**src/pkg/acv_defines.svh**
```systemverilog
// Offsets, reset values and timing counts of the converter control block.
`ifndef ACV_DEFINES_SVH
`define ACV_DEFINES_SVH

// =============================================================
// Register offsets
`define ACV_OFS_SC1   4'h0
`define ACV_OFS_SC2   4'h1
`define ACV_OFS_CFG   4'h2
`define ACV_OFS_RH    4'h3
`define ACV_OFS_RL    4'h4
`define ACV_OFS_CVH   4'h5
`define ACV_OFS_CVL   4'h6
`define ACV_OFS_PCTL1 4'h7
`define ACV_OFS_PCTL2 4'h8

// =============================================================
// Reset values
`define ACV_RST_SC1   8'h1F
`define ACV_RST_ZERO  8'h00
`define ACV_CH_IDLE   5'h1F

// =============================================================
// Field codes and conversion lengths in conversion clock cycles
`define ACV_CLK_BUS   2'h0
`define ACV_CLK_HALF  2'h1
`define ACV_CLK_ALT   2'h2
`define ACV_CLK_ASYNC 2'h3
`define ACV_MODE_10   2'h2
`define ACV_LEN_8     8'h14
`define ACV_LEN_10    8'h17
`define ACV_LEN_LONG  8'h14

`endif

```
**src/pkg/acv_pkg.sv**
```systemverilog
// Types shared by the converter control block.
package acv_pkg;

    // Configuration register image.
    typedef struct packed {
        logic       low_power_config;
        logic [1:0] clock_divide_select;
        logic       long_sample_select;
        logic [1:0] resolution_select;
        logic [1:0] input_clock_select;
    } acv_cfg_t;

    // Status/control one image.
    typedef struct packed {
        logic       conv_complete_flag;
        logic       conv_irq_enable;
        logic       continuous_conv_enable;
        logic [4:0] input_channel_select;
    } acv_sc1_t;

    // Writable part of status/control two.
    typedef struct packed {
        logic trigger_source_select;
        logic compare_enable;
        logic compare_greater_select;
    } acv_sc2_t;

    typedef enum logic {ACV_IDLE, ACV_CONV} acv_state_t;

endpackage

```
**src/core/acv_clk_div.sv**
```systemverilog
// Conversion clock divider producing a one-cycle enable pulse.
`timescale 1ns/1ps
module acv_clk_div #(
    parameter int CW = 3
) (
    // Clock and reset
    input  wire logic       core_clk_i,
    input  wire logic       arst_n_i,
    // Control
    input  wire logic       clear_i,
    input  wire logic       src_tick_i,
    input  wire logic [1:0] div_sel_i,
    // Output
    output logic            tick_o
);
    logic [CW-1:0] cnt;
    logic [CW-1:0] top;

    assign top = CW'((4'h1 << div_sel_i) - 4'h1);

    // =============================================================
    // Divide by 1, 2, 4 or 8
    always_ff @(posedge core_clk_i or negedge arst_n_i) begin
        if (!arst_n_i) begin
            cnt    <= '0;
            tick_o <= 1'b0;
        end else if (clear_i) begin
            cnt    <= '0;
            tick_o <= 1'b0;
        end else begin
            tick_o <= src_tick_i && (cnt == top);
            if (src_tick_i) begin
                cnt <= (cnt == top) ? '0 : CW'(cnt + 1'b1);
            end
        end
    end

    property p_div_one;
        @(posedge core_clk_i) disable iff (!arst_n_i)
        (!clear_i && src_tick_i && div_sel_i == 2'h0) |=> tick_o;
    endproperty
    a_div_one : assert property (p_div_one) else $error("divide by one lost a tick");

endmodule // acv_clk_div

```
**src/core/acv_ctrl.sv**
```systemverilog
// Converter control: registers, conversion sequencing and low-power behaviour.
`timescale 1ns/1ps
`include "acv_defines.svh"
module acv_ctrl
    import acv_pkg::*;
#(
    parameter int RES_W = 10
) (
    // Clock and reset
    input  wire logic             core_clk_i,
    input  wire logic             arst_n_i,
    // Register port
    input  wire logic [3:0]       addr_i,
    input  wire logic [7:0]       wdata_i,
    input  wire logic             wr_i,
    input  wire logic             rd_i,
    output logic      [7:0]       rdata_o,
    // Power mode requests
    input  wire logic             wait_i,
    input  wire logic             stop3_i,
    input  wire logic             stop12_i,
    // Clock enables and trigger
    input  wire logic             alt_tick_i,
    input  wire logic             async_tick_i,
    input  wire logic             hw_trig_i,
    // Analog front end
    input  wire logic [RES_W-1:0] sample_i,
    output logic      [4:0]       channel_o,
    output logic                  low_power_o,
    output logic                  async_gen_o,
    output logic      [15:0]      pin_ctl_o,
    // Status
    output logic                  irq_o
);
    acv_cfg_t         cfg;
    acv_sc1_t         sc1;
    acv_sc2_t         sc2;
    acv_state_t       state;
    logic [7:0]       cnt;
    logic [RES_W-1:0] cval;
    logic [RES_W-1:0] result;
    logic [15:0]      pctl;
    logic             block;
    logic             half;
    logic             stop3_q;

    logic             soft_rst;
    logic             is_async;
    logic             run_ok;
    logic             stop3_abort;
    logic             src_tick;
    logic             conv_tick;
    logic             wr_sc1;
    logic             cfg_wr;
    logic             abort;
    logic             sw_start;
    logic             hw_start;
    logic             done;
    logic             cmp_true;
    logic             transfer;
    logic             restart;
    logic             start;
    logic [7:0]       total;
    logic [RES_W-1:0] sample_m;
    logic [RES_W-1:0] xfer_val;
    logic [7:0]       next_rdata;

    // =============================================================
    // Power modes and clock source
    // stop1/2 reset.
    assign soft_rst    = stop12_i;
    assign is_async    = (cfg.input_clock_select == `ACV_CLK_ASYNC);
    assign run_ok      = wait_i || !stop3_i || is_async;
    assign stop3_abort = stop3_i && !stop3_q && !is_async;

    always_comb begin
        unique case (cfg.input_clock_select)
            `ACV_CLK_BUS:  src_tick = 1'b1;
            `ACV_CLK_HALF: src_tick = half;
            `ACV_CLK_ALT:  src_tick = alt_tick_i;
            `ACV_CLK_ASYNC: src_tick = async_tick_i;
        endcase
    end

    always_ff @(posedge core_clk_i or negedge arst_n_i) begin
        if (!arst_n_i) begin
            half    <= 1'b0;
            stop3_q <= 1'b0;
        end else begin
            half    <= !half;
            stop3_q <= stop3_i;
        end
    end

    // The divider is cleared at every start so each conversion begins phase aligned.
    acv_clk_div #(
        .CW(3)
    ) u_div (
        .core_clk_i(core_clk_i),
        .arst_n_i  (arst_n_i),
        .clear_i   (soft_rst || start),
        .src_tick_i(src_tick && run_ok),
        .div_sel_i (cfg.clock_divide_select),
        .tick_o    (conv_tick)
    );

    // =============================================================
    // Conversion sequencing
    assign wr_sc1   = wr_i && (addr_i == `ACV_OFS_SC1);
    assign cfg_wr   = wr_i && (addr_i == `ACV_OFS_SC2 || addr_i == `ACV_OFS_CFG ||
                               addr_i == `ACV_OFS_CVH || addr_i == `ACV_OFS_CVL);
    assign abort    = wr_sc1 || cfg_wr || stop3_abort;
    assign sw_start = wr_sc1 && (wdata_i[4:0] != `ACV_CH_IDLE) && !sc2.trigger_source_select;
    assign hw_start = hw_trig_i && sc2.trigger_source_select && state == ACV_IDLE;
    assign done     = (state == ACV_CONV) && conv_tick && (cnt == 8'h01);
    assign total    = ((cfg.resolution_select == `ACV_MODE_10) ? `ACV_LEN_10 : `ACV_LEN_8) +
                      (cfg.long_sample_select ? `ACV_LEN_LONG : 8'h00);
    assign sample_m = (cfg.resolution_select == `ACV_MODE_10) ? sample_i :
                      {{(RES_W-8){1'b0}}, sample_i[7:0]};

    always_comb begin
        if (!sc2.compare_enable) begin
            cmp_true = 1'b1;
        end else if (sc2.compare_greater_select) begin
            cmp_true = (sample_m >= cval);
        end else begin
            cmp_true = (sample_m < cval);
        end
    end

    assign transfer = done && cmp_true && !block;
    assign restart  = done && (sc1.continuous_conv_enable || (block && cmp_true));
    assign start    = run_ok && !stop3_abort && (sw_start || hw_start || restart);
    assign xfer_val = sc2.compare_enable ? RES_W'(sample_m - cval) : sample_m;

    always_ff @(posedge core_clk_i or negedge arst_n_i) begin
        if (!arst_n_i) begin
            state <= ACV_IDLE;
            cnt   <= 8'h00;
        end else if (soft_rst) begin
            state <= ACV_IDLE;
            cnt   <= 8'h00;
        end else if (start) begin
            state <= ACV_CONV;
            cnt   <= total;
        end else if (abort || done) begin
            state <= ACV_IDLE;
            cnt   <= 8'h00;
        end else if (state == ACV_CONV && conv_tick) begin
            cnt <= cnt - 8'h01;
        end
    end

    // =============================================================
    // Result and blocking
    // results kept.
    always_ff @(posedge core_clk_i or negedge arst_n_i) begin
        if (!arst_n_i) begin
            result <= '0;
        end else if (soft_rst) begin
            result <= '0;
        end else if (transfer) begin
            result <= xfer_val;
        end
    end

    always_ff @(posedge core_clk_i or negedge arst_n_i) begin
        if (!arst_n_i) begin
            block <= 1'b0;
        end else if (soft_rst) begin
            block <= 1'b0;
        end else if (rd_i && addr_i == `ACV_OFS_RL) begin
            block <= 1'b0;
        end else if (rd_i && addr_i == `ACV_OFS_RH && cfg.resolution_select == `ACV_MODE_10) begin
            block <= 1'b1;
        end
    end

    // =============================================================
    // Registers
    // configuration layout.
    always_ff @(posedge core_clk_i or negedge arst_n_i) begin
        if (!arst_n_i) begin
            cfg <= `ACV_RST_ZERO;
        end else if (soft_rst) begin
            cfg <= `ACV_RST_ZERO;
        end else if (wr_i && addr_i == `ACV_OFS_CFG) begin
            cfg <= wdata_i;
        end
    end

    always_ff @(posedge core_clk_i or negedge arst_n_i) begin
        if (!arst_n_i) begin
            sc2 <= '0;
        end else if (soft_rst) begin
            sc2 <= '0;
        end else if (wr_i && addr_i == `ACV_OFS_SC2) begin
            sc2 <= wdata_i[6:4];
        end
    end

    always_ff @(posedge core_clk_i or negedge arst_n_i) begin
        if (!arst_n_i) begin
            sc1 <= `ACV_RST_SC1;
        end else if (soft_rst) begin
            sc1 <= `ACV_RST_SC1;
        end else begin
            if (wr_sc1) begin
                sc1.conv_irq_enable        <= wdata_i[6];
                sc1.continuous_conv_enable <= wdata_i[5];
                sc1.input_channel_select   <= wdata_i[4:0];
            end
            if (transfer) begin
                sc1.conv_complete_flag <= 1'b1;
            end else if (wr_sc1 || (rd_i && addr_i == `ACV_OFS_RL)) begin
                sc1.conv_complete_flag <= 1'b0;
            end
        end
    end

    always_ff @(posedge core_clk_i or negedge arst_n_i) begin
        if (!arst_n_i) begin
            cval <= '0;
        end else if (soft_rst) begin
            cval <= '0;
        end else if (wr_i && addr_i == `ACV_OFS_CVH) begin
            cval[RES_W-1:8] <= wdata_i[RES_W-9:0];
        end else if (wr_i && addr_i == `ACV_OFS_CVL) begin
            cval[7:0] <= wdata_i;
        end
    end

    always_ff @(posedge core_clk_i or negedge arst_n_i) begin
        if (!arst_n_i) begin
            pctl <= 16'h0000;
        end else if (soft_rst) begin
            pctl <= 16'h0000;
        end else if (wr_i && addr_i == `ACV_OFS_PCTL1) begin
            pctl[7:0] <= wdata_i;
        end else if (wr_i && addr_i == `ACV_OFS_PCTL2) begin
            pctl[15:8] <= wdata_i;
        end
    end

    // =============================================================
    // Read port
    // control two readback.
    always_comb begin
        next_rdata = 8'h00;
        if (rd_i) begin
            unique case (addr_i)
                `ACV_OFS_SC1:   next_rdata = sc1;
                `ACV_OFS_SC2:   next_rdata = {state == ACV_CONV, sc2, 4'h0};
                `ACV_OFS_CFG:   next_rdata = cfg;
                `ACV_OFS_RH:    next_rdata = 8'(result[RES_W-1:8]);
                `ACV_OFS_RL:    next_rdata = result[7:0];
                `ACV_OFS_CVH:   next_rdata = 8'(cval[RES_W-1:8]);
                `ACV_OFS_CVL:   next_rdata = cval[7:0];
                `ACV_OFS_PCTL1: next_rdata = pctl[7:0];
                `ACV_OFS_PCTL2: next_rdata = pctl[15:8];
                default:        next_rdata = 8'h00;
            endcase
        end
    end

    // =============================================================
    // Outputs
    // wake interrupt.
    always_ff @(posedge core_clk_i or negedge arst_n_i) begin
        if (!arst_n_i) begin
            rdata_o     <= 8'h00;
            irq_o       <= 1'b0;
            channel_o   <= `ACV_CH_IDLE;
            low_power_o <= 1'b0;
            async_gen_o <= 1'b0;
            pin_ctl_o   <= 16'h0000;
        end else begin
            rdata_o     <= next_rdata;
            irq_o       <= sc1.conv_complete_flag && sc1.conv_irq_enable;
            channel_o   <= sc1.input_channel_select;
            low_power_o <= cfg.low_power_config;
            async_gen_o <= is_async && state == ACV_CONV;
            pin_ctl_o   <= pctl;
        end
    end

    // =============================================================
    // Checks
    property p_stop3_abort;
        @(posedge core_clk_i) disable iff (!arst_n_i)
        stop3_abort && !soft_rst |=> state == ACV_IDLE;
    endproperty
    a_stop3_abort : assert property (p_stop3_abort) else $error("stop3 did not abort");

    property p_stop3_keep;
        @(posedge core_clk_i) disable iff (!arst_n_i)
        $rose(stop3_i) && !stop12_i |=> $stable(result);
    endproperty
    a_stop3_keep : assert property (p_stop3_keep) else $error("result changed at stop3");

    property p_stop3_idle;
        @(posedge core_clk_i) disable iff (!arst_n_i)
        stop3_i && !is_async && !wait_i && state == ACV_IDLE |=> state == ACV_IDLE;
    endproperty
    a_stop3_idle : assert property (p_stop3_idle) else $error("start during stop3");

    property p_stop3_run;
        @(posedge core_clk_i) disable iff (!arst_n_i)
        $rose(stop3_i) && is_async && state == ACV_CONV && !done && !abort && !soft_rst
            |=> state == ACV_CONV;
    endproperty
    a_stop3_run : assert property (p_stop3_run) else $error("async conversion stopped");

    property p_stop12;
        @(posedge core_clk_i) disable iff (!arst_n_i)
        stop12_i |=> cfg == `ACV_RST_ZERO && sc1 == `ACV_RST_SC1 && state == ACV_IDLE;
    endproperty
    a_stop12 : assert property (p_stop12) else $error("stop1/2 left state");

    property p_irq;
        @(posedge core_clk_i) disable iff (!arst_n_i)
        transfer && sc1.conv_irq_enable && !soft_rst && !wr_sc1 |=> sc1.conv_complete_flag ##1 irq_o;
    endproperty
    a_irq : assert property (p_irq) else $error("no interrupt after completion");

    property p_block;
        @(posedge core_clk_i) disable iff (!arst_n_i)
        done && block && !soft_rst |=> $stable(result);
    endproperty
    a_block : assert property (p_block) else $error("blocked result transferred");

    property p_sw_start;
        @(posedge core_clk_i) disable iff (!arst_n_i)
        sw_start && run_ok && !stop3_abort && !soft_rst |=> state == ACV_CONV && cnt == $past(total);
    endproperty
    a_sw_start : assert property (p_sw_start) else $error("write did not restart");

    property p_sc2_zero;
        @(posedge core_clk_i) disable iff (!arst_n_i)
        rd_i && addr_i == `ACV_OFS_SC2 |=> rdata_o[3:0] == 4'h0;
    endproperty
    a_sc2_zero : assert property (p_sc2_zero) else $error("reserved bits nonzero");

endmodule // acv_ctrl

```
**config.mk**
```make
export PLATFORM = sky130hd
export DESIGN_NAME = acv_ctrl
export DESIGN_NICKNAME = d
export VERILOG_FILES = /design/src/pkg/acv_pkg.sv /design/src/core/acv_clk_div.sv /design/src/core/acv_ctrl.sv
export VERILOG_INCLUDE_DIRS = /design/src /design/src/pkg
export SDC_FILE = /design/constraint.sdc
export NUM_CORES = 1
export LEC_CHECK = 0
export BUFFER_PORTS_ARGS = -buffer_cell sky130_fd_sc_hd__buf_4
export CORE_MARGIN = 2
export CORE_UTILIZATION = 47
export CTS_CLUSTER_SIZE = 14
export DETAILED_ROUTE_END_ITERATION = 8
export PLACE_DENSITY_LB_ADDON = 0.25
export SETUP_SLACK_MARGIN = 0.02
export SLEW_MARGIN = 10
export SYNTH_ARGS = -nofsm -noshare
export SYNTH_HDL_FRONTEND = slang
export SYNTH_SLANG_ARGS = --single-unit
```
**constraint.sdc**
```tcl
create_clock -name core_clk_i -period 3.87 [get_ports core_clk_i]
set_clock_uncertainty 0.15 [all_clocks]
set_input_delay 0 -clock core_clk_i [delete_from_list [all_inputs] [get_ports core_clk_i]]
set_output_delay 0 -clock core_clk_i [all_outputs]
set_load 0.01 [all_outputs]
```
==> results of run 1 <==
worst max-delay path by stage:
stage | slack (ns) | cells after the start | start | end
finish | 0.66 | 9 | cfg[3] | cnt[5]
global route | 0.31 | 9 | cfg[3] | cnt[5]
CTS | 0.69 | 8 | cval[0] | cnt[0]
detailed placement | 0.71 | 8 | cval[0] | cnt[3]
global placement | 0.78 | 8 | cval[0] | cnt[4]
floorplan | 1.05 | 9 | cval[0] | result[8]
layout by cell type (no fill, tap or decap), drive strengths merged, types with 5 or more instances in the layout:
cell         count
nor2b            9
nand3b           6
o22ai            6
a21oi           36
nor2            70
a22o             6
ha              13
a22oi           11
nor3b            5
dfstp           10
nand3           17
a211oi           9
buf             67
dlygate4sd3     27
dfrtp           93
nor3            10
nand2b           8
mux2i           37
clkbuf          13
xnor2            8
nand2           42
o21ai           13
and2            10
inv             25
logic make-up after synthesis:
family,count (synthesis),share of synthesized area [%]
and+or+nand+nor,191,17.5
AOI/OAI and AO/OA,117,16.1
DFF,103,49.2
buffers and inverters,45,3.35
muxes,42,8.32
adders and majority gates,14,3.47
xor gates and xnor gates,12,2.00
sequential cells by signal, indices dropped and copies added, names as in the netlist:
signal,cells
async_gen_o,1
block,1
cfg,8
channel_o,5
cnt,8
cval,10
half,1
irq_o,1
low_power_o,1
pctl,16
pin_ctl_o,16
rdata_o,8
result,10
sc1,8
sc2,3
state,1
stop3_q,1
u_div.cnt,3
u_div.tick_o,1
metal layers:
metal	share of wire [%]	GRT usage (%)	vias to the layer above
met3	5.8	4.03	22
met2	47	37.5	154
met5	0	0	-
met1	45	33.9	2125
li1	-	-	2040
met4	1.9	8.41	0
final cells by class:
class	count	area [µm²]
clock buffer	13	159
fill	906	4540
timing repair buffer	94	773
sequential	103	2590
multi-input combinational	376	2500
tap	140	175
clock inverter	3	65.1
inverter	25	93.8
worst min-delay path, cell delays in order:
cell and delay (ns):
buf_4 0.22, nor3_1 0.09, nand3_1 0.08, a221oi_1 0.10
power breakdown:
group	internal, mW	switching (mW)	total [mW]	leakage [nW]
Clock	0.400	0.350	0.749	0.114
Sequential	1.09	0.0102	1.10	1.39
Combinational	0.0913	0.138	0.229	1.34
Total	1.58	0.498	2.08	2.84
through the flow:
stage / power [mW] / instance area, µm² / hold slack, ns / utilization [%] / std cells
4_1_cts: 2.08 / 6350 / 0.0127 / 58.3 / 754
6_report: 2.08 / 6350 / 0.0255 / 58.3 / 754
3_5_place_dp: 1.33 / 5860 / -0.0238 / 53.8 / 711
3_3_place_gp: 1.32 / 5860 / -0.0262 / 53.8 / 711
5_1_grt: 2.16 / 6350 / 0.0306 / 58.3 / 754
2_1_floorplan: 1.23 / 5260 / -0.446 / - / 524
==> summary.md, run 1 <==
| Metric | Value |
|---|---|
| FF-to-FF End | cnt[5] |
| Final worst slack | between 0.6 and 0.7 ns |
| Nets | 655 |
| Commonest cells post-synth | dfrtp_1, nor2_1, nand2_1 |
| Grt ovf | 0 |
| Worst vdd ir | 0.000201 V |
| Die X-Extent | 110 µm |
| Synth Instances | 524 |
| Crit Path Class | flip-flop to flip-flop |
| CTS Buffer Depth | 2 |
| Critical path required time | 3.95 ns |
| CP Buf/Inv Count | 0 |
| IO buf count | 63 |
| Detailed Route WL | 13,500 µm |
| Crit-path cells | nor2b_1 > and2_1 > ha_1 > a21oi_1 > o21ai_0 > a2111oi_2 > a2111oi_2 > o21ai_1 > o22ai_1 |
| Pleak | 2.84 nW |
| First-pass DRT Iterations | 6 |
| Max incr delay on CP | 0.66 ns |
| PwrDens | 327 nW/µm² |
| WHS Path Cells | 4 |
| Final worst path period share | about 83% |
| Status | complete, no violations |
| Top cell by count, worst path | a2111oi_2 |
| Area Growth Syn to Fin | 20.7% |
| Crit. End Element | flip-flop |
| Seq/Total Area, Yosys | 49.2% |
| Worst-path fanout max | 6 |
| Ys flop type | dfrtp_1 |
| Worst-Margin Slew | 1.08 ns |
| EDFF count, synth | 0 |
| # IOs | 64 |
| WP data arrival | between 3 and 4 ns |
| R2r worst-path depth | 9 |
| Initial Util | 48.3% |
| DR WL/cell | 17.9 µm |
| Ratio of cells with drive above 1 in the final layout | 17.3% |
| Pre-CTS WS | 0.710 ns |
| Initial antenna violation count | 0 |
| Worst R2R Start | cfg[3] |
| Clock latency on the worst-skew pair | 0.37 ns |
| Setup TNS Final | 0 ns |
| FF+latch count, synth | 103 |
| Setup bufs post-CTS | 0 |
| Die area | 12,100 µm² |
| DR iter-0 viols | 286 |
| Vias in the first global route | ~4.1k |
| FF-to-FF setup slack | roughly 0.66 ns |
| Tmin final | 3.21 ns |
| Library cells used by synthesis | between 50 and 60 |
| # diodes | 0 |
| Hold Crit Start | addr_i[2] |
| Vias per cell | 5.76 |
| RSZ-0062 raised after global routing | no |
| Critical path launch point type | flip-flop |
| Worst Hold Path EP | block |
| Synth warn | 0 |
| DRT antenna net count | 0 |
| CTS clk-pin slew, worst paths | 0.09 ns |
| Root buffer cell | clkbuf_8 |
| Syn_area_per_cell | 10.0 µm² |
| FP Rows | 38 |
| CP delay by family, top | compound AO/OA/AOI/OAI gates |
| Num CTS Buffers | 9 |
| CTS HTree Levels | 3 |
| CTS tree | done |
| Vias | between 4k and 5k |
| Area of the mapped netlist | roughly 5300 µm² |
| Post-synthesis async set-or-reset flop share | 100% |
| First-pass GRT wire length | 21,900 µm |
| CP max stage cell | a2111oi_2 |
| Slew Viols, Final | 0 |
| Clk sink count | 103 |
| # DRC | 0 |
| Gr usage total | 24.0% |
| Area contributors post-synth | dfrtp_1, mux2i_1, dfstp_2 |
| Post_cts resized | 0 |
| Final Wtd Congestion | 0.897 |
| Max Clk Rate | 312 MHz |
| Slew HR | between 20 and 30% |
| Post-DP HPWL | 9540 µm |
| Die Height | 110 µm |
| Synth top area share | 44.2% |
| Type of the most critical hold path | input pin to flip-flop |
| Total nets after synthesis | 570 |
| Final Hold Vio Count | 0 |
| Core Area | 10,900 µm² |
| Top-count cell post-synth | dfrtp_1 |
| Post-synth top area cell | dfrtp_1 |
| Largest net degree at the start of global routing | 76 |
| Hold_buf cts | 27 |
| Final setup fails | 0 |
| # Max-Cap Violations | 0 |
Power figures use the tool's default switching activity.
==> run 2, diff against run 1 <==
Clock period 3.87 ns to 3.3 ns, I/O delays scaled along.
==> summary.md, run 2 (synthesis results as in run 1) <==
| Metric | Value |
|---|---|
| Status | complete, no violations |
| Final setup fails | 0 |
| Final core utilization | about three fifths |
| Die area | 12,100 µm² |
| Int Pwr | 1.86 mW |
| Crit Path Class | flip-flop to flip-flop |
| Num CTS Buffers | 9 |
| CTS HTree Levels | 3 |
| Largest registers | pctl (16), pin_ctl_o (16) |
| Most frequent cells in the layout | dfrtp_1, buf_4, nor2_1, nand2_1, mux2i_1 |
| Vias | 4,339 |
| Gr usage total | 23.8% |
| Core Area | 10,900 µm² |
| Post-DP HPWL | 9550 µm |
| FP Rows | 38 |
| Initial Util | between 40% and 50% |
| Max Clk Rate | 331 MHz |
| Tmin final | 3.02 ns |
| DRT antenna net count | 0 |
| IO buf count | 63 |
| Die X-Extent | 110 µm |
| # Max-Cap Violations | 0 |
| # DRC | 0 |
| First-pass GRT wire length | 21,900 µm |
| Clock Power Share | between 30% and 40% |
| Critical path launch point type | flip-flop |
| Critical path required time | 3.39 ns |
| CTS clk-pin slew, worst paths | ~0.1 ns |
| Clk sink count | between 100 and 150 |
| Switching part of the total | 24.0% |
| RSZ-0062 raised after global routing | no |
| Setup TNS Final | 0 ns |
| WP data arrival | roughly 3.1 ns |
| # IOs | 64 |
| Nets | between 600 and 700 |
| Area Growth Syn to Fin | 21.3% |
| Clock latency on the worst-skew pair | 0.37 ns |
| CTS tree | done |
| # diodes | 0 |
| Number of fillers in the final layout | 942 |
| Worst-path fanout max | 19 |
| Initial antenna violation count | 0 |
| Sequential power share | 52.9% |
| Crit. End Element | flip-flop |
| First-pass DRT Iterations | 5 |
| Type of the most critical hold path | input pin to flip-flop |
| Worst-Margin Slew | 1.04 ns |
| Final worst path period share | 91.4% |
| Slew HR | 30.4% |
| Root buffer cell | clkbuf_8 |
| Pleak | 2.86 nW |
| Worst vdd ir | between 0.0002 and 0.0003 V |
| Grt ovf | 0 |
| Ratio of cells with drive above 1 in the final layout | 17.8% |
| DR WL/cell | around 18 µm |
| Leading cell type in the layout, fill and taps excluded | dfrtp_1 |
| Slew Viols, Final | 0 |
| DR iter-0 viols | ~380 |
| Post_cts resized | 0 |
| PwrDens | 382 nW/µm² |
| Vias in the first global route | 4,129 |
| Sw power | 586 µW |
| CTS Buffer Depth | 2 |
| Final Wtd Congestion | 0.882 |
| Comb pwr share | 11.0% |
| Setup bufs post-CTS | 0 |
| Detailed Route WL | approximately 13,000 µm |
| Final Hold Vio Count | 0 |
| Vias per cell | 5.72 |
| Die Height | 110 µm |
| Largest net degree at the start of global routing | 87 |
[run 2: cell count changes in the layout (fill, tap and decap cells not counted)]
cell and delta:
buf_4 +4
[run 2: layer usage]
metal | global-route usage, % | share of wire (%) | wire length, µm | vias up
met5 | 0 | 0 | 0 | -
li1 | - | - | - | 2052
met1 | 33.7 | 46 | 6170 | 2095
met2 | 38.2 | 47 | 6310 | 163
met4 | 7.78 | 1.9 | 250 | 0
met3 | 2.79 | 5.6 | 755 | 29
[run 2: cell type report]
type                    instances  area [µm²]  area share [%]
inverters                      25        93.8            1.47
multi-input cells             376        2500            39.1
repair buffers                 98         803            12.6
well taps                     140         175            2.74
clock inverters                 3        65.1            1.02
flip-flops and latches        103        2590            40.6
clock buffers                  13         159            2.49
[run 2: worst paths after layout]
path | from | endpoint | slack [ns] | cells past startpoint
setup / recovery | cfg[3] | result[0] | 0.28 | 11
hold / removal | addr_i[0] | rdata_o[6] | 0.02 | 3
setup reg to reg | cfg[3] | result[0] | 0.28 | 11
hold reg to reg | sc1[4] | channel_o[4] | 0.23 | 0
max in group asynchronous | arst_n_i | sc2[0] | 2.04 | 3
min in group asynchronous | arst_n_i | pin_ctl_o[0] | 0.22 | 2
[run 2: power by group through the flow]
stage | Clock (mW) | Sequential (mW) | Combinational [mW]
after floorplan | 0 | 1.31 | 0.130
after global placement | 0 | 1.31 | 0.239
after detailed placement | 0 | 1.31 | 0.243
after CTS | 0.896 | 1.29 | 0.267
after global routing | 0.943 | 1.29 | 0.297
final | 0.883 | 1.29 | 0.268
[run 2: critical path, cell delays in order (launching register included)]
cell       delay [ns]
dfrtp_1          0.43
nor2b_1          0.18
and2_1           0.18
ha_1             0.32
nand2_1          0.07
o21ai_0          0.35
a2111oi_2        0.12
buf_4            0.17
a2111oi_4        0.34
buf_4            0.30
mux2i_1          0.22
nor2_1           0.05
[run 2: per-stage QoR]
stage / instances / cell area, µm² / total power [mW] / hold WS (ns) / setup WS [ns]
6_report: 758 / 6380 / 2.44 / 0.0186 / 0.283
5_1_grt: 758 / 6380 / 2.53 / 0.0363 / 0.0937
3_3_place_gp: 715 / 5890 / 1.55 / -0.0261 / 0.436
2_1_floorplan: 524 / 5260 / 1.44 / -0.446 / 0.482
4_1_cts: 758 / 6380 / 2.45 / 0.00485 / 0.294
3_5_place_dp: 715 / 5890 / 1.56 / -0.0243 / 0.312
[run 2: repair_timing]
| action | CTS | global route |
|---|---|---|
| endpoints found under the setup margin | 0 | 0 |
| hold buffers | 27 | 0 |
| endpoints found under the hold margin | 141 | 0 |
==> run 3, diff against run 2 <==
Settings changed: REMOVE_ABC_BUFFERS set to 1, SYNTH_HIERARCHICAL set to 1.
==> summary.md, run 3 <==
| Metric | Value |
|---|---|
| Crit-path cells | nor2b_1 > and2_1 > ha_1 > and2_1 > a31oi_1 > maj3_1 > mux2i_1 > a21oi_2 > nand2b_1 > inv_1 > nand4b_1 > a211o_1 > o21ai_0 |
| Post-synth top area cell | dfrtp_1 |
| CTS HTree Levels | 3 |
| WP data arrival | 3.25 ns |
| Area of the mapped netlist | 5280 µm² |
| DR iter-0 viols | around 360 |
| Post-DP HPWL | 9870 µm |
| WHS Path Cells | 4 |
| Final Hold Vio Count | 0 |
| EDFF count, synth | 0 |
| Initial Util | between 40% and 50% |
| Crit Path Class | flip-flop to flip-flop |
| Final worst slack | about 0.20 ns |
| Critical path launch point type | flip-flop |
| Final core utilization | 58.2% |
| Ys flop type | dfrtp_1 |
| Post-synthesis async set-or-reset flop share | 100% |
| Initial antenna violation count | 0 |
| Non-Filler Instances | 770 |
| Vias in the first global route | between 4k and 5k |
| CP max stage cell | dfrtp_1 |
| Worst-path fanout max | 5 |
| # DRC | 0 |
| Root buffer cell | clkbuf_8 |
| Type of the most critical hold path | input pin to flip-flop |
| Die X-Extent | 110 µm |
| DRT antenna net count | 0 |
| Leading cell type in the layout, fill and taps excluded | dfrtp_1 |
| Num CTS Buffers | 9 |
| CTS clk-pin slew, worst paths | around 0.1 ns |
| Seq/Total Area, Yosys | 49.0% |
| Synth Instances | approximately 540 |
| RSZ-0062 raised after global routing | no |
| Simple-Gate Fraction of Synth Area | between 10% and 20% |
| Mux cell area share after synthesis | 7.41% |
| # Max-Cap Violations | 0 |
| Syn_area_per_cell | 9.73 µm² |
| Die Height | 110 µm |
| Nets | 670 |
| Grt ovf | 0 |
| # IOs | 64 |
| Multi-input gate area | 2510 µm² |
| Largest registers | pctl (16), pin_ctl_o (16) |
| Commonest cells post-synth | dfrtp_1, nor2_1, nand2_1 |
| Post-synthesis compound-gate area fraction | 15.5% |
| Worst-Margin Slew | 0.791 ns |
| Ratio of cells with drive above 1 in the final layout | 18.6% |
| Top-count cell post-synth | dfrtp_1 |
| Library cells used by synthesis | 61 |
| Worst vdd ir | 0.000278 V |
| FF+latch count, synth | 103 |
| Core Area | 10,900 µm² |
| Final Wtd Congestion | 0.941 |
| Slew HR | 47.3% |
| Die area | 12,100 µm² |
| PwrDens | 373 nW/µm² |
| Worst R2R Start | cfg[3] |
| Total power | 2.36 mW |
| Number of fillers in the final layout | 965 |
| Tmin final | 3.10 ns |
| Clk sink count | 103 |
| Final setup fails | 0 |
| Hold Crit Start | wait_i |
| Setup TNS Final | 0 ns |
| Slew Viols, Final | 0 |
| FF-to-FF End | u_div/cnt[2] |
| Area contributors post-synth | dfrtp_1, mux2i_1, dfstp_2 |
| Top cell by count, worst path | and2_1 |
| First-pass DRT Iterations | 5 |
| Status | complete, no violations |
| Most frequent cells in the layout | dfrtp_1, buf_4, nor2_1, nand2_1, a21oi_1 |
| Vias per cell | ~5.7 |
| Largest net degree at the start of global routing | 66 |
| Gr usage total | roughly 25% |
| Area Growth Syn to Fin | 20.0% |
| Pleak | approximately 2.8 nW |
| Xor/xnor share of the synthesized area | 2.65% |
| Synth top area share | 44.1% |
| First-pass GRT wire length | roughly 23,000 µm |
| Dpl cells | 728 |
| Pre-CTS WS | 0.188 ns |
| Vias | 4,427 |
| Max Clk Rate | 322 MHz |
| Critical path required time | 3.44 ns |
| Synth warn | 6 |
| Adder-Cell Fraction of Synth Area | 3.41% |
| DR WL/cell | approximately 18 µm |
| FF-to-FF setup slack | 0.20 ns |
| Clock latency on the worst-skew pair | 0.37 ns |
| CTS tree | done |
| IO buf count | 63 |
| R2r worst-path depth | 13 |
| Final worst path period share | ~94% |
| FP Rows | 38 |
| Worst Hold Path EP | u_div/tick_o |
| Detailed Route WL | 14,100 µm |
| Register Area | roughly 2600 µm² |
| CTS Buffer Depth | 2 |
| Largest family of logic cells by synthesized area | simple AND/OR/NAND/NOR gates |
| # diodes | 0 |
| Crit. End Element | flip-flop |
| Max incr delay on CP | 0.44 ns |
-- run 3: cell count changes after synthesis, moves of 9 or more --
cell	change
nand2_1	+10
a211oi_1	-9
nand3_1	+16
nor2_1	-14
o21ai_0	+15
and3_1	+9
a21oi_1	+13
-- run 3: worst max path at each step --
| stage | cells after the start | from | endpoint |
|---|---|---|---|
| after floorplan | 14 | cval[0] | u_div/cnt[2] |
| after global placement | 14 | cval[0] | u_div/cnt[2] |
| after detailed placement | 13 | cfg[3] | u_div/cnt[2] |
| after CTS | 14 | cval[0] | u_div/cnt[2] |
| after global routing | 14 | cval[0] | u_div/cnt[2] |
| final | 13 | cfg[3] | u_div/cnt[2] |
-- run 3: repair_timing --
item / CTS / global route
hold endpoints to repair: 116 / 0
buffers inserted: 0 / 1
hold buffers: 25 / 0
setup endpoints to repair: 0 / 1
resized for setup: 0 / 2
-- run 3: area by class of cell --
| cell class | count | share of cell area (%) |
|---|---|---|
| inverters | 20 | 1.18 |
| repair buffers | 97 | 12.5 |
| flip-flops and latches | 103 | 40.9 |
| multi-input cells | 394 | 39.6 |
| clock buffers | 11 | 2.23 |
| clock inverters | 5 | 0.849 |
| well taps | 140 | 2.76 |
-- run 3: stage by stage --
| stage | area, µm² | hold slack [ns] |
|---|---|---|
| after floorplan | 5170 | -0.446 |
| after global placement | 5880 | -0.0273 |
| after detailed placement | 5880 | -0.0227 |
| after CTS | 6320 | 0.0281 |
| after global routing | 6340 | 0.0690 |
| final | 6340 | 0.0458 |
-- run 3: critical path: cells and delay by family (launching register included) --
kind	cells	cell delay [ns]
compound gates	4	0.65
fa+ha+maj	2	0.75
buf+inv	1	0.12
flops	1	0.44
mux	1	0.15
simple gates	5	0.76
-- run 3: logic make-up (layout without fill, tap and decap cells) --
group                    count (synthesis)  in the layout
AO/OA/AOI/OAI                          126            126
XOR/XNOR                                16             16
adder cells (fa/ha/maj)                 14             14
buffers and inverters                   46            133
flip-flops                             103            103
multiplexers                            38             38
AND/OR/NAND/NOR                        200            200
-- run 3: per-layer routing --
| metal | wire (µm) | vias up | part of all wire (%) | GRT usage, % |
|---|---|---|---|---|
| met5 | 0 | - | 0 | 0 |
| met4 | 287 | 0 | 2.0 | 7.78 |
| met3 | 1170 | 23 | 8.3 | 5.00 |
| met2 | 6480 | 180 | 46 | 39.0 |
| met1 | 6130 | 2129 | 44 | 34.6 |
| li1 | - | 2095 | - | - |
-- run 3: where the power goes --
part | switching, mW | internal (mW)
registers | 0.0145 | 1.28
clock network | 0.455 | 0.311
logic | 0.179 | 0.121
total | 0.649 | 1.71
